`src/uart_pkg.sv`:
```
/*
 Constants, field positions and state encodings for the serial data path.
 Assumes a 32-bit Avalon-MM slave with byte addresses on word boundaries.
*/
package uart_pkg;
  localparam logic [5:0] OFS_DATA        = 6'h00;
  localparam logic [5:0] OFS_INT_EN      = 6'h04;
  localparam logic [5:0] OFS_LINE_CTRL   = 6'h08;
  localparam logic [5:0] OFS_MODEM_CTRL  = 6'h0c;
  localparam logic [5:0] OFS_MODEM_STATE = 6'h10;
  localparam logic [5:0] OFS_SCRATCH     = 6'h14;
  localparam logic [5:0] OFS_DIV_LO      = 6'h18;
  localparam logic [5:0] OFS_DIV_HI      = 6'h1c;
  localparam logic [5:0] OFS_FIFO_CTRL   = 6'h20;
  localparam logic [5:0] OFS_LINE_STAT   = 6'h24;
  localparam int MC_DTR   = 0;
  localparam int MC_RTS   = 1;
  localparam int MC_USER1 = 2;
  localparam int MC_USER2 = 3;
  localparam int MC_LOOP  = 4;
  localparam int LC_STOP2 = 2;
  localparam int LC_PAREN = 3;
  localparam int LC_EVEN  = 4;
  localparam int IE_RX    = 0;
  localparam int IE_TX    = 1;
  localparam int FC_EN    = 0;
  localparam logic [7:0]  DIV_LO_RST = 8'h0c;
  localparam logic [7:0]  DIV_HI_RST = 8'h00;
  localparam logic [7:0]  LC_RST     = 8'h03;
  localparam logic [15:0] DIV_ONE    = 16'h0001;
  localparam logic [5:0]  BIT_END    = 6'h0f;
  localparam logic [5:0]  HALF_END   = 6'h07;
  localparam logic [5:0]  STOP1_END  = 6'h0f;
  localparam logic [5:0]  STOP15_END = 6'h17;
  localparam logic [5:0]  STOP2_END  = 6'h1f;
  localparam logic [4:0]  TRIG_0     = 5'h01;
  localparam logic [4:0]  TRIG_1     = 5'h04;
  localparam logic [4:0]  TRIG_2     = 5'h08;
  localparam logic [4:0]  TRIG_3     = 5'h0e;
  localparam logic [4:0]  FIFO_DEPTH = 5'h10;
  typedef enum logic [4:0] {
    ST_IDLE = 5'b00001,
    ST_START = 5'b00010,
    ST_DATA = 5'b00100,
    ST_PAR = 5'b01000,
    ST_STOP = 5'b10000
  } frame_state_t;
endpackage

```
`src/uart_core.sv`:
```
/*
 Baud generator, transmit and receive paths, scratch and modem state of a UART.
 Assumes a 32-bit Avalon-MM slave with waitrequest on sys_clk_i and
 asynchronous serial and modem pins that are synchronised here.
*/
// Added by the designer: the Avalon-MM register port and the register addresses.
`timescale 1ns/100ps

module uart_fifo
  import uart_pkg::*;
(
  input  wire logic       clk_i,
  input  wire logic       rst_i,
  input  wire logic       push_i,
  input  wire logic [7:0] data_i,
  input  wire logic       pop_i,
  output logic      [7:0] data_o,
  output logic      [4:0] count_o
);
  logic [7:0] mem_q [16];
  logic [3:0] wr_q;
  logic [3:0] rd_q;
  assign data_o = mem_q[rd_q];
  always_ff @(posedge clk_i or posedge rst_i) begin
    if (rst_i) begin
      wr_q    <= 4'h0;
      rd_q    <= 4'h0;
      count_o <= 5'h00;
    end else begin
      if (push_i) wr_q <= wr_q + 4'h1;
      if (pop_i) rd_q <= rd_q + 4'h1;
      count_o <= count_o + {4'h0, push_i} - {4'h0, pop_i};
    end
  end
  always_ff @(posedge clk_i) begin
    if (push_i) mem_q[wr_q] <= data_i;
  end
endmodule // uart_fifo

module uart_core
  import uart_pkg::*;
(
  input  wire logic        sys_clk_i,
  input  wire logic        rst_i,
  input  wire logic [5:0]  address_i,
  input  wire logic        read_i,
  input  wire logic        write_i,
  input  wire logic [31:0] writedata_i,
  input  wire logic [3:0]  byteenable_i,
  output logic      [31:0] readdata_o,
  output logic             waitrequest_o,
  input  wire logic        serial_input_i,
  output logic             serial_output_o,
  output logic             baud_clock_output_o,
  input  wire logic        cts_n_i,
  input  wire logic        dsr_n_i,
  input  wire logic        ri_n_i,
  input  wire logic        dcd_n_i,
  output logic             dtr_n_o,
  output logic             rts_n_o,
  output logic             user_output_one_n_o,
  output logic             user_output_two_n_o,
  output logic             irq_o
);
  logic [7:0]   ie_q, lc_q, mc_q, sc_q, fc_q, div_lo_q, div_hi_q, ms_q, dms_q;
  logic [15:0]  cnt_q;
  logic [4:0]   s1_q, s2_q;
  logic         pe_q, fe_q, oe_q;
  logic [4:0]   tx_cnt, rx_cnt;
  logic [7:0]   tx_head, rx_head;
  frame_state_t tx_st_q, rx_st_q;
  logic [7:0]   tx_sh_q, rx_sh_q, sk0_q, sk1_q;
  logic [5:0]   tx_ph_q, rx_ph_q;
  logic [2:0]   tx_ix_q, rx_ix_q;
  logic         tx_bit_q, tx_par_q, rx_par_q;
  logic [1:0]   skn_q;

  // Bus decode: a request is taken once; waitrequest drops the next cycle.
  wire       req     = read_i | write_i;
  wire       be0     = byteenable_i[0];
  wire       fifo_en = fc_q[FC_EN];
  wire       loop    = mc_q[MC_LOOP];
  wire       tx_room = fifo_en ? (tx_cnt != FIFO_DEPTH) : (tx_cnt == 5'h00);
  wire       go      = ~(write_i & be0 & (address_i == OFS_DATA)) | tx_room;
  wire       take    = waitrequest_o & req & go;
  wire       wr      = take & write_i & be0;
  wire       rd      = take & read_i;
  wire [7:0] wd      = writedata_i[7:0];
  wire       sel_lo  = address_i == OFS_DIV_LO;
  wire       sel_hi  = address_i == OFS_DIV_HI;
  wire       tx_push = wr & (address_i == OFS_DATA);
  wire       rx_pop  = rd & (address_i == OFS_DATA) & (rx_cnt != 5'h00);
  wire       ms_rd   = rd & (address_i == OFS_MODEM_STATE);
  wire       ls_rd   = rd & (address_i == OFS_LINE_STAT);
  wire [15:0] div_new = {(wr & sel_hi) ? wd : div_hi_q, (wr & sel_lo) ? wd : div_lo_q};
  wire       div_wr  = wr & (sel_lo | sel_hi);
  wire       tick_d  = ~div_wr & (cnt_q <= DIV_ONE);
  wire       tick    = baud_clock_output_o;

  wire [2:0] last_ix  = 3'h4 + {1'b0, lc_q[1:0]};
  wire [5:0] stop_end = ~lc_q[LC_STOP2] ? STOP1_END
                      : (lc_q[1:0] == 2'b00) ? STOP15_END : STOP2_END;
  wire       par_en   = lc_q[LC_PAREN];
  wire [5:0] tx_endv  = (tx_st_q == ST_STOP) ? stop_end : BIT_END;
  wire       tx_end   = tick & (tx_ph_q == tx_endv);
  wire       tx_idle  = tx_st_q == ST_IDLE;
  wire       tx_pop   = tx_idle & (tx_cnt != 5'h00);

  // loopback feeds the receiver from the transmitter
  wire       rx_in    = loop ? tx_bit_q : s2_q[4];
  wire [5:0] rx_endv  = (rx_st_q == ST_START) ? HALF_END : BIT_END;
  wire       rx_end   = tick & (rx_ph_q == rx_endv);
  wire       rx_push  = (rx_st_q == ST_STOP) & rx_end;
  wire [7:0] rx_byte  = rx_sh_q >> (3'h7 - last_ix);
  wire       sk_in    = rx_push & (skn_q != 2'h2);
  wire       rx_room  = fifo_en ? (rx_cnt != FIFO_DEPTH) : (rx_cnt == 5'h00);
  wire       sk_out   = (skn_q != 2'h0) & rx_room;
  wire [1:0] sk_slot  = skn_q - {1'b0, sk_out};

  wire [3:0] ms_now = loop ? {mc_q[MC_USER2], mc_q[MC_USER1], mc_q[MC_DTR], mc_q[MC_RTS]}
                           : ~s2_q[3:0];
  wire [3:0] ms_chg = {ms_now[3] ^ ms_q[7], ms_q[6] & ~ms_now[2],
                       ms_now[1] ^ ms_q[5], ms_now[0] ^ ms_q[4]};
  wire [4:0] trig   = (fc_q[7:6] == 2'b00) ? TRIG_0 : (fc_q[7:6] == 2'b01) ? TRIG_1
                    : (fc_q[7:6] == 2'b10) ? TRIG_2 : TRIG_3;
  wire       rx_hit = fifo_en ? (rx_cnt >= trig) : (rx_cnt != 5'h00);
  wire       holding_empty_flag = tx_cnt == 5'h00;
  wire [7:0] ls_val = {1'b0, holding_empty_flag & tx_idle, holding_empty_flag, 1'b0,
                       fe_q, pe_q, oe_q, rx_cnt != 5'h00};
  wire [7:0] rd_val = (address_i == OFS_DATA)        ? rx_head
                    : (address_i == OFS_INT_EN)      ? ie_q
                    : (address_i == OFS_LINE_CTRL)   ? lc_q
                    : (address_i == OFS_MODEM_CTRL)  ? mc_q
                    : (address_i == OFS_MODEM_STATE) ? {ms_q[7:4], dms_q[3:0]}
                    : (address_i == OFS_SCRATCH)     ? sc_q
                    : sel_lo ? div_lo_q : sel_hi ? div_hi_q
                    : (address_i == OFS_FIFO_CTRL)   ? fc_q
                    : (address_i == OFS_LINE_STAT)   ? ls_val : 8'h00;

  uart_fifo u_tx_fifo (
    .clk_i   (sys_clk_i),
    .rst_i   (rst_i),
    .push_i  (tx_push),
    .data_i  (wd),
    .pop_i   (tx_pop),
    .data_o  (tx_head),
    .count_o (tx_cnt)
  );

  uart_fifo u_rx_fifo (
    .clk_i   (sys_clk_i),
    .rst_i   (rst_i),
    .push_i  (sk_out),
    .data_i  (sk0_q),
    .pop_i   (rx_pop),
    .data_o  (rx_head),
    .count_o (rx_cnt)
  );

  always_ff @(posedge sys_clk_i or posedge rst_i) begin
    if (rst_i) begin
      waitrequest_o <= 1'b1;
      readdata_o    <= 32'h0;
      ie_q          <= 8'h00;
      lc_q          <= LC_RST;
      mc_q          <= 8'h00;
      sc_q          <= 8'h00;
      fc_q          <= 8'h00;
      div_lo_q      <= DIV_LO_RST;
      div_hi_q      <= DIV_HI_RST;
    end else begin
      waitrequest_o <= ~take;
      if (rd) readdata_o <= {24'h0, rd_val};
      if (wr & (address_i == OFS_INT_EN)) ie_q <= {6'h00, wd[1:0]};
      if (wr & (address_i == OFS_LINE_CTRL)) lc_q <= wd;
      if (wr & (address_i == OFS_MODEM_CTRL)) mc_q <= {3'h0, wd[4:0]};
      if (wr & (address_i == OFS_SCRATCH)) sc_q <= wd;
      if (wr & (address_i == OFS_FIFO_CTRL)) fc_q <= {wd[7:6], 5'h00, wd[0]};
      if (wr & sel_lo) div_lo_q <= wd;
      if (wr & sel_hi) div_hi_q <= wd;
    end
  end

  // Outputs are registered; loopback drives the modem pins inactive high.
  always_ff @(posedge sys_clk_i or posedge rst_i) begin
    if (rst_i) begin
      cnt_q               <= {DIV_HI_RST, DIV_LO_RST};
      baud_clock_output_o <= 1'b0;
      serial_output_o     <= 1'b1;
      dtr_n_o             <= 1'b1;
      rts_n_o             <= 1'b1;
      user_output_one_n_o <= 1'b1;
      user_output_two_n_o <= 1'b1;
      irq_o               <= 1'b0;
    end else begin
      cnt_q               <= (div_wr | tick_d) ? div_new : cnt_q - 16'h0001;
      baud_clock_output_o <= tick_d;
      serial_output_o     <= loop | tx_bit_q;
      dtr_n_o             <= loop | ~mc_q[MC_DTR];
      rts_n_o             <= loop | ~mc_q[MC_RTS];
      user_output_one_n_o <= loop | ~mc_q[MC_USER1];
      user_output_two_n_o <= loop | ~mc_q[MC_USER2];
      irq_o               <= (ie_q[IE_RX] & rx_hit) | (ie_q[IE_TX] & holding_empty_flag);
    end
  end

  // Pins pass two flops; sticky flags let a new event win over a read clear.
  always_ff @(posedge sys_clk_i or posedge rst_i) begin
    if (rst_i) begin
      s1_q  <= 5'h1f;
      s2_q  <= 5'h1f;
      ms_q  <= 8'h00;
      dms_q <= 8'h00;
      pe_q  <= 1'b0;
      fe_q  <= 1'b0;
      oe_q  <= 1'b0;
    end else begin
      s1_q  <= {serial_input_i, dcd_n_i, ri_n_i, dsr_n_i, cts_n_i};
      s2_q  <= s1_q;
      ms_q  <= {ms_now, 4'h0};
      dms_q <= {4'h0, (ms_rd ? 4'h0 : dms_q[3:0]) | ms_chg};
      pe_q  <= (pe_q & ~ls_rd) | ((rx_st_q == ST_PAR) & rx_end & (rx_in ^ rx_par_q));
      fe_q  <= (fe_q & ~ls_rd) | (rx_push & ~rx_in);
      oe_q  <= (oe_q & ~ls_rd) | (rx_push & ~sk_in);
    end
  end

  always_ff @(posedge sys_clk_i or posedge rst_i) begin
    if (rst_i) begin
      tx_st_q  <= ST_IDLE;
      tx_sh_q  <= 8'h00;
      tx_ph_q  <= 6'h00;
      tx_ix_q  <= 3'h0;
      tx_bit_q <= 1'b1;
      tx_par_q <= 1'b0;
    end else begin
      tx_ph_q <= (tx_idle | tx_end) ? 6'h00 : tx_ph_q + {5'h00, tick};
      case (tx_st_q)
        ST_IDLE: if (tx_pop) begin
          tx_sh_q  <= tx_head;
          tx_bit_q <= 1'b0;
          tx_par_q <= ~lc_q[LC_EVEN];
          tx_ix_q  <= 3'h0;
          tx_st_q  <= ST_START;
        end
        ST_START: if (tx_end) begin
          tx_bit_q <= tx_sh_q[0];
          tx_par_q <= tx_par_q ^ tx_sh_q[0];
          tx_st_q  <= ST_DATA;
        end
        ST_DATA: if (tx_end) begin
          if (tx_ix_q == last_ix) begin
            tx_bit_q <= par_en ? tx_par_q : 1'b1;
            tx_st_q  <= par_en ? ST_PAR : ST_STOP;
          end else begin
            tx_sh_q  <= tx_sh_q >> 1;
            tx_bit_q <= tx_sh_q[1];
            tx_par_q <= tx_par_q ^ tx_sh_q[1];
            tx_ix_q  <= tx_ix_q + 3'h1;
          end
        end
        ST_PAR: if (tx_end) begin
          tx_bit_q <= 1'b1;
          tx_st_q  <= ST_STOP;
        end
        ST_STOP: if (tx_end) tx_st_q <= ST_IDLE;
        default: tx_st_q <= ST_IDLE;
      endcase
    end
  end

  // The start bit is checked again at mid-bit so a glitch is not a character.
  always_ff @(posedge sys_clk_i or posedge rst_i) begin
    if (rst_i) begin
      rx_st_q  <= ST_IDLE;
      rx_sh_q  <= 8'h00;
      rx_ph_q  <= 6'h00;
      rx_ix_q  <= 3'h0;
      rx_par_q <= 1'b0;
    end else begin
      rx_ph_q <= ((rx_st_q == ST_IDLE) | rx_end) ? 6'h00 : rx_ph_q + {5'h00, tick};
      case (rx_st_q)
        ST_IDLE: if (~rx_in) rx_st_q <= ST_START;
        ST_START: if (rx_end) begin
          rx_st_q  <= rx_in ? ST_IDLE : ST_DATA;
          rx_ix_q  <= 3'h0;
          rx_par_q <= ~lc_q[LC_EVEN];
        end
        ST_DATA: if (rx_end) begin
          rx_sh_q  <= {rx_in, rx_sh_q[7:1]};
          rx_par_q <= rx_par_q ^ rx_in;
          rx_ix_q  <= rx_ix_q + 3'h1;
          if (rx_ix_q == last_ix) rx_st_q <= par_en ? ST_PAR : ST_STOP;
        end
        ST_PAR: if (rx_end) rx_st_q <= ST_STOP;
        ST_STOP: if (rx_end) rx_st_q <= ST_IDLE;
        default: rx_st_q <= ST_IDLE;
      endcase
    end
  end

  // Two-entry buffer: a full receive FIFO stalls it; a word arriving with both entries held is lost and sets overrun.
  always_ff @(posedge sys_clk_i or posedge rst_i) begin
    if (rst_i) begin
      skn_q <= 2'h0;
      sk0_q <= 8'h00;
      sk1_q <= 8'h00;
    end else begin
      skn_q <= skn_q + {1'b0, sk_in} - {1'b0, sk_out};
      if (sk_out) sk0_q <= sk1_q;
      if (sk_in & (sk_slot == 2'h0)) sk0_q <= rx_byte;
      if (sk_in & (sk_slot == 2'h1)) sk1_q <= rx_byte;
    end
  end
endmodule // uart_core

```
`config.mk`:
```
export PLATFORM = sky130hd
export DESIGN_NAME = uart_core
export DESIGN_NICKNAME = d
export VERILOG_FILES = /design/src/uart_pkg.sv /design/src/uart_core.sv
export SDC_FILE = /design/constraint.sdc
export NUM_CORES = 1
export LEC_CHECK = 0
export BUFFER_PORTS_ARGS = -buffer_cell sky130_fd_sc_hd__clkbuf_2
export CAP_MARGIN = 10
export CORE_MARGIN = 10
export CORE_UTILIZATION = 50
export DETAILED_ROUTE_END_ITERATION = 6
export GPL_ROUTABILITY_DRIVEN = 0
export PLACE_DENSITY = 0.79
export SYNTH_ARGS = -nofsm -noshare
export SYNTH_HDL_FRONTEND = slang
export SYNTH_SLANG_ARGS = --single-unit
```
`constraint.sdc`:
```
create_clock -name sys_clk_i -period 13.5 [get_ports sys_clk_i]
set_clock_uncertainty 0.2 [all_clocks]
set_input_delay 2.7 -clock sys_clk_i [delete_from_list [all_inputs] [get_ports sys_clk_i]]
set_output_delay 2.7 -clock sys_clk_i [all_outputs]
set_load 0.05 [all_outputs]
```
; ---- Word-level counts from Yosys, hierarchy flattened
; Memories as Yosys holds them, arrays and structs flattened.
; Index checks and enable logic that the tools add are counted.
[totals]
inputBits = 51
memories = 2
regBits = 186
out_inout_bits = 40
elab_cells = 281
mem_bits_rw = 256
[memory_table]
columns = name, words, word_bits, read_ports, rd_clocked_by_memory_dff, wr, line
row1 = u_rx_fifo.mem_q, 16, 8, 1, 0, 1, uart_core.sv:20  ; logic [7:0] mem_q [16];
row2 = u_tx_fifo.mem_q, 16, 8, 1, 0, 1, uart_core.sv:20
[op_classes]
muxes = 76
order_cmp = 2
reduce_logical = 21
bitwise = 75
addsub = 18
shift = 1
eq_ne = 42
[ops]
columns = op, n
row1 = $mux 8, 16
row2 = $mux 5, 15
row3 = $pmux 5 s5, 2
row4 = $and 1x1->1, 40
row5 = $ne 2x2->1 const B, 13
row6 = $eq 6x5->1 const B, 4
row7 = $mux 4, 6
row8 = $mux 3, 7
row9 = $mux 1, 20
row10 = $add 4x1->4 const B, 4
row11 = $le 16x1->1 const B, 1
row12 = $mux 16, 1
row13 = $pmux 8 s2, 1
row14 = $sub 16x1->16 const B, 1
row15 = $or 1x1->1, 15
row16 = $add 6x1->6, 2
row17 = $eq 6x4->1 const B, 2
row18 = $eq 6x6->1 const B, 2
row19 = $mux 6, 2
row20 = $not 1->1, 12
row21 = $pmux 3 s2, 2
row22 = $reduce_and 6->1, 2
row23 = $add 5x1->5, 2
row24 = $eq 5x1->1 const B, 2
row25 = other kinds (38), 61

; ---- Depth between registers and ports, before layout
[logic_depth]
depth_word = 12
ltp_mapped = 14
mapped_depth_nobuf = 14

; ---- By module
; Synthesis repeated with hierarchy kept, for this count alone.
[unflattened]
hier_cells = 1369
area_unflattened_um2 = 19839.0
[modules_own_cells]
columns = module, seq_area_each_um2, n_inst, area_each_um2, cells_each
row1 = uart_fifo, 4169.0, 2, 5683.0, 275
row2 = uart_core, 4035.1, 1, 8473.1, 819

; ---- Least setup slack after synthesis
; No wires, ideal clock.
[synth_path]
path_kind = input to register
from = in address_i[5]
to = reg u_rx_fifo.count_o[4]
arrival_time_ns = 5.458
path_slack_ns = 7.719
setup_ns = 0.123
path_buffers = 1
path_stages = 13
cell_sequence = or4_1 buf_2 a2111oi_4 a31o_2 nor3_2 ha_1 inv_1 ha_1 fa_1 a21oi_1 nor2_1 nor2_1 xnor2_1
[synth_via]
elab_chain_len = 9
[synth_rtl]
columns = element, line
row1 = "start, declared", uart_core.sv:45  ; input wire logic [5:0] address_i,
row2 = $logic_not 6->1 *, "uart_core.sv:84, uart_core.sv:92"
row3 = $and 1x1->1, uart_core.sv:84  ; wire go = ~(write_i & be0 & (address_i == OFS_DATA)) | tx_room;
row4 = $not 1->1, uart_core.sv:84
row5 = $or 1x1->1, uart_core.sv:84
row6 = $and 1x1->1, uart_core.sv:85  ; wire take = waitrequest_o & req & go;
row7 = $and 1x1->1, uart_core.sv:87  ; wire rd = take & read_i;
row8 = $and 1x1->1 * (2 in a row), uart_core.sv:92  ; wire rx_pop = rd & (address_i == OFS_DATA) & (rx_cnt != 5'h00);
row9 = via rx_pop, uart_core.sv:92
row10 = $sub 5x1->5 *, uart_core.sv:32  ; count_o <= count_o + {4'h0, push_i} - {4'h0, pop_i};
row11 = "end signal, assigned", uart_core.sv:32
row12 = "end, declared", uart_core.sv:18  ; output logic [4:0] count_o
; Mark *: on every way through the listed nets, which the timed path passes. The rest lies on a longest branch.
; A chain may end at the register's enable or synchronous reset.

; ---- Final worst setup path
[layout_path]
from = in address_i[4]
to = reg u_rx_fifo.count_o[4]
; The elaborated chain is that of the path after synthesis.

==> impl_metrics.env <==
export IMPL_finalSetupTns_ns=0
export IMPL_critPathMaxStageDelay_ns=0.73
export IMPL_grt_ovfl_total=0
export IMPL_drtPass1Iterations=5
export IMPL_wl_per_cell_um=21.8
export IMPL_postCtsSetupBuffers=0
export IMPL_portBuffers=39
export IMPL_clkTransAtPathRegs_ns=0.07
export IMPL_syn_inst=1365
export IMPL_routed_wl_um=42800
export IMPL_place_inst=1885
export IMPL_dieArea_um2=47600
export IMPL_cp_data_required_time_ns=13.78
export IMPL_ys_seq_area_share_pct=63.1
export IMPL_worstPathMaxFanout=14
export IMPL_io_pins=91
export IMPL_final_cell_area_um2=21700
export IMPL_ys_ff_latch=442
export IMPL_vias_per_cell=5.89
export IMPL_crit_type="in2reg"
export IMPL_cp_start_kind="input pin"
export IMPL_grt_pass1_vias=12000
export IMPL_grt_first_pass_wirelength_um=67600
export IMPL_synth_top_cell_by_area="edfxtp_1"
export IMPL_antenna_found_initial=1
export IMPL_hpwl_um=27700
export IMPL_hold_ws_ns=0.155
export IMPL_rows=72
export IMPL_drc=0
export IMPL_stdcell_count=1968
export IMPL_worstMarginPinSlew_ns=1.12
export IMPL_cts_tree="yes"
export IMPL_grt_total_usage_pct=18.1
export IMPL_ys_flop_type="edfxtp_1"
export IMPL_drive_gt1_share_pct=21.0
export IMPL_power_density_nw_per_um2=142
export IMPL_final_min_clock_period_ns=5.96
export IMPL_netlist_area_um2=19600
export IMPL_num_vias=11600
export IMPL_synth_area_per_cell_um2=14.4
export IMPL_drv_slew=0
export IMPL_htree_levels=2
export IMPL_synth_edff_count=256
export IMPL_die_w_um=218
export IMPL_final_common_cell="edfxtp_1"
export IMPL_status="finished, final reports clean"
export IMPL_reg_largest_list="u_rx_fifo.mem_q: 128 flops, u_tx_fifo.mem_q: 128 flops, cnt_q: 16 flops"
export IMPL_power_total_w=0.00308
export IMPL_period_share_pct=44.1
export IMPL_hold_viol_final=0
export IMPL_antenna_left=0
export IMPL_slew_headroom_pct=24.5
export IMPL_timing_fmax_mhz=168
export IMPL_grt_max_degree=122
export IMPL_ir_drop_uv=101
export IMPL_slowest_stage="a2111oi_4"
export IMPL_p_leak_nw=7.93
export IMPL_drt_iter0_markers=1089
export IMPL_start_util_pct=50.6
export IMPL_worstHoldPathType="reg2reg"
export IMPL_worstPathCellList="clkbuf_2 -> or4_1 -> a2111oi_4 -> a31o_2 -> nor3_2 -> ha_1 -> inv_1 -> ha_1 -> fa_1 -> a21oi_1 -> nor2_1 -> nor2_1 -> xnor2_1"
export IMPL_numClockSinks=442
export IMPL_ys_warn_count=0
export IMPL_cts_resized=0
export IMPL_ctsRootBufferMaster="clkbuf_16"
export IMPL_numCtsBuffers=43
export IMPL_die_h_um=218
export IMPL_cap_violations=0
export IMPL_rsz0062_at_grt="false"
export IMPL_setup_viol=0
export IMPL_cp_arrival_ns=6.23
export IMPL_synth_distinct_cells=77
export IMPL_yosys_area_top_type_share_pct=39.2
export IMPL_cts_buffer_depth=3
export IMPL_fillers=3017
export IMPL_async_reset_ff_share_pct=42.1
export IMPL_end_kind="flop"
export IMPL_core_area_um2=38700
export IMPL_nNetsFinal=1504
export IMPL_postCtsHoldBufs=0
export IMPL_final_cell_mix="edfxtp_1 (256), dfrtp_1 (159), nand2_1 (87), nor2_1 (76), mux2_2 (71)"
export IMPL_placed_area_um2=20300
export IMPL_synthTopCellsByArea="edfxtp_1 (39%), dfrtp_1 (21%), mux4_2 (6.8%), mux2_2 (4.1%), dfstp_2 (3.3%)"
export IMPL_clock_latency_ns=0.56
export IMPL_syn_to_final_growth_pct=10.7
-- layer usage --
metal | up-vias | share of wire (%) | global-route usage (%)
li1 | 5209 | - | -
met1 | 5880 | 40 | 23.3
met2 | 427 | 50 | 30.6
met3 | 76 | 7.3 | 3.37
met4 | 2 | 2.6 | 5.37
met5 | - | 0.028 | 0
-- final cells by class --
type,count,area (µm²),area share [%]
diodes,2,5.00,0.0230
clock buffers,54,1150,5.28
clock inverters,25,270,1.24
inverters,45,176,0.812
multi-input cells,827,6790,31.2
flip-flops and latches,442,12400,57.0
well taps,518,648,2.98
repair buffers,55,313,1.44
-- logic make-up (layout without fill, tap and decap cells) --
| group | count (synthesis) | after routing | share of synthesized area [%] |
|---|---|---|---|
| flip-flops | 442 | 442 | 63.1 |
| AND/OR/NAND/NOR | 334 | 334 | 8.78 |
| AO/OA/AOI/OAI | 192 | 192 | 6.68 |
| multiplexers | 188 | 188 | 13.8 |
| buffers and inverters | 119 | 179 | 2.83 |
| XOR/XNOR | 50 | 50 | 2.23 |
| adder cells (fa/ha/maj) | 39 | 39 | 2.56 |
| other | 1 | 26 | 0.0191 |
-- cell usage after synthesis (11+ instances only) --
library cell,number
clkbuf_1,30
xnor2_1,29
inv_1,44
dfstp_2,25
a31oi_1,19
nand2_1,87
o21ai_0,42
a22oi_1,13
a21oi_1,35
nand3_1,23
mux4_2,59
buf_2,11
nor2_1,76
nor2b_1,14
mux2_2,71
nand2b_1,20
nor3_1,25
and3_1,11
ha_1,37
edfxtp_1,256
buf_4,25
dfrtp_1,161
xor2_1,21
mux2i_1,57
and2_1,20
-- worst max-delay path: cells and delay by family --
kind                       cells  cell delay [ns]
AOI/OAI and AO/OA              3             1.25
xor gates and xnor gates       1             0.13
adders and majority gates      3             0.96
buffers and inverters          2             0.24
and+or+nand+nor                4             0.97
-- power breakdown --
part | internal [W] | switching, W
registers | 0.00149 | 0.0000671
logic | 0.000128 | 0.000189
clock network | 0.000688 | 0.000513
total | 0.00231 | 0.000769
-- final timing paths --
path / to / cells past startpoint / start / slack [ns]
worst max-delay path: u_rx_fifo.count_o[4] / 13 / address_i[4] / 7.54
worst min-delay path: s2_q[3] / 0 / s1_q[3] / 0.15
worst min register to register: s2_q[3] / 0 / s1_q[3] / 0.15
max in group asynchronous: rx_st_q[1] / 3 / rst_i / 9.58
worst max register to register: u_rx_fifo.count_o[4] / 14 / u_tx_fifo.count_o[3] / 9.42
min in group asynchronous: readdata_o[0] / 2 / rst_i / 2.09
-- through the flow --
stage          util [%]  setup WS, ns
2_1_floorplan         -          5.58
3_3_place_gp       52.4          7.04
3_5_place_dp       52.4          7.03
4_1_cts            56.0          7.57
5_1_grt            56.1          7.45
6_report           56.1          7.54
(Power assumes the default switching activity.)
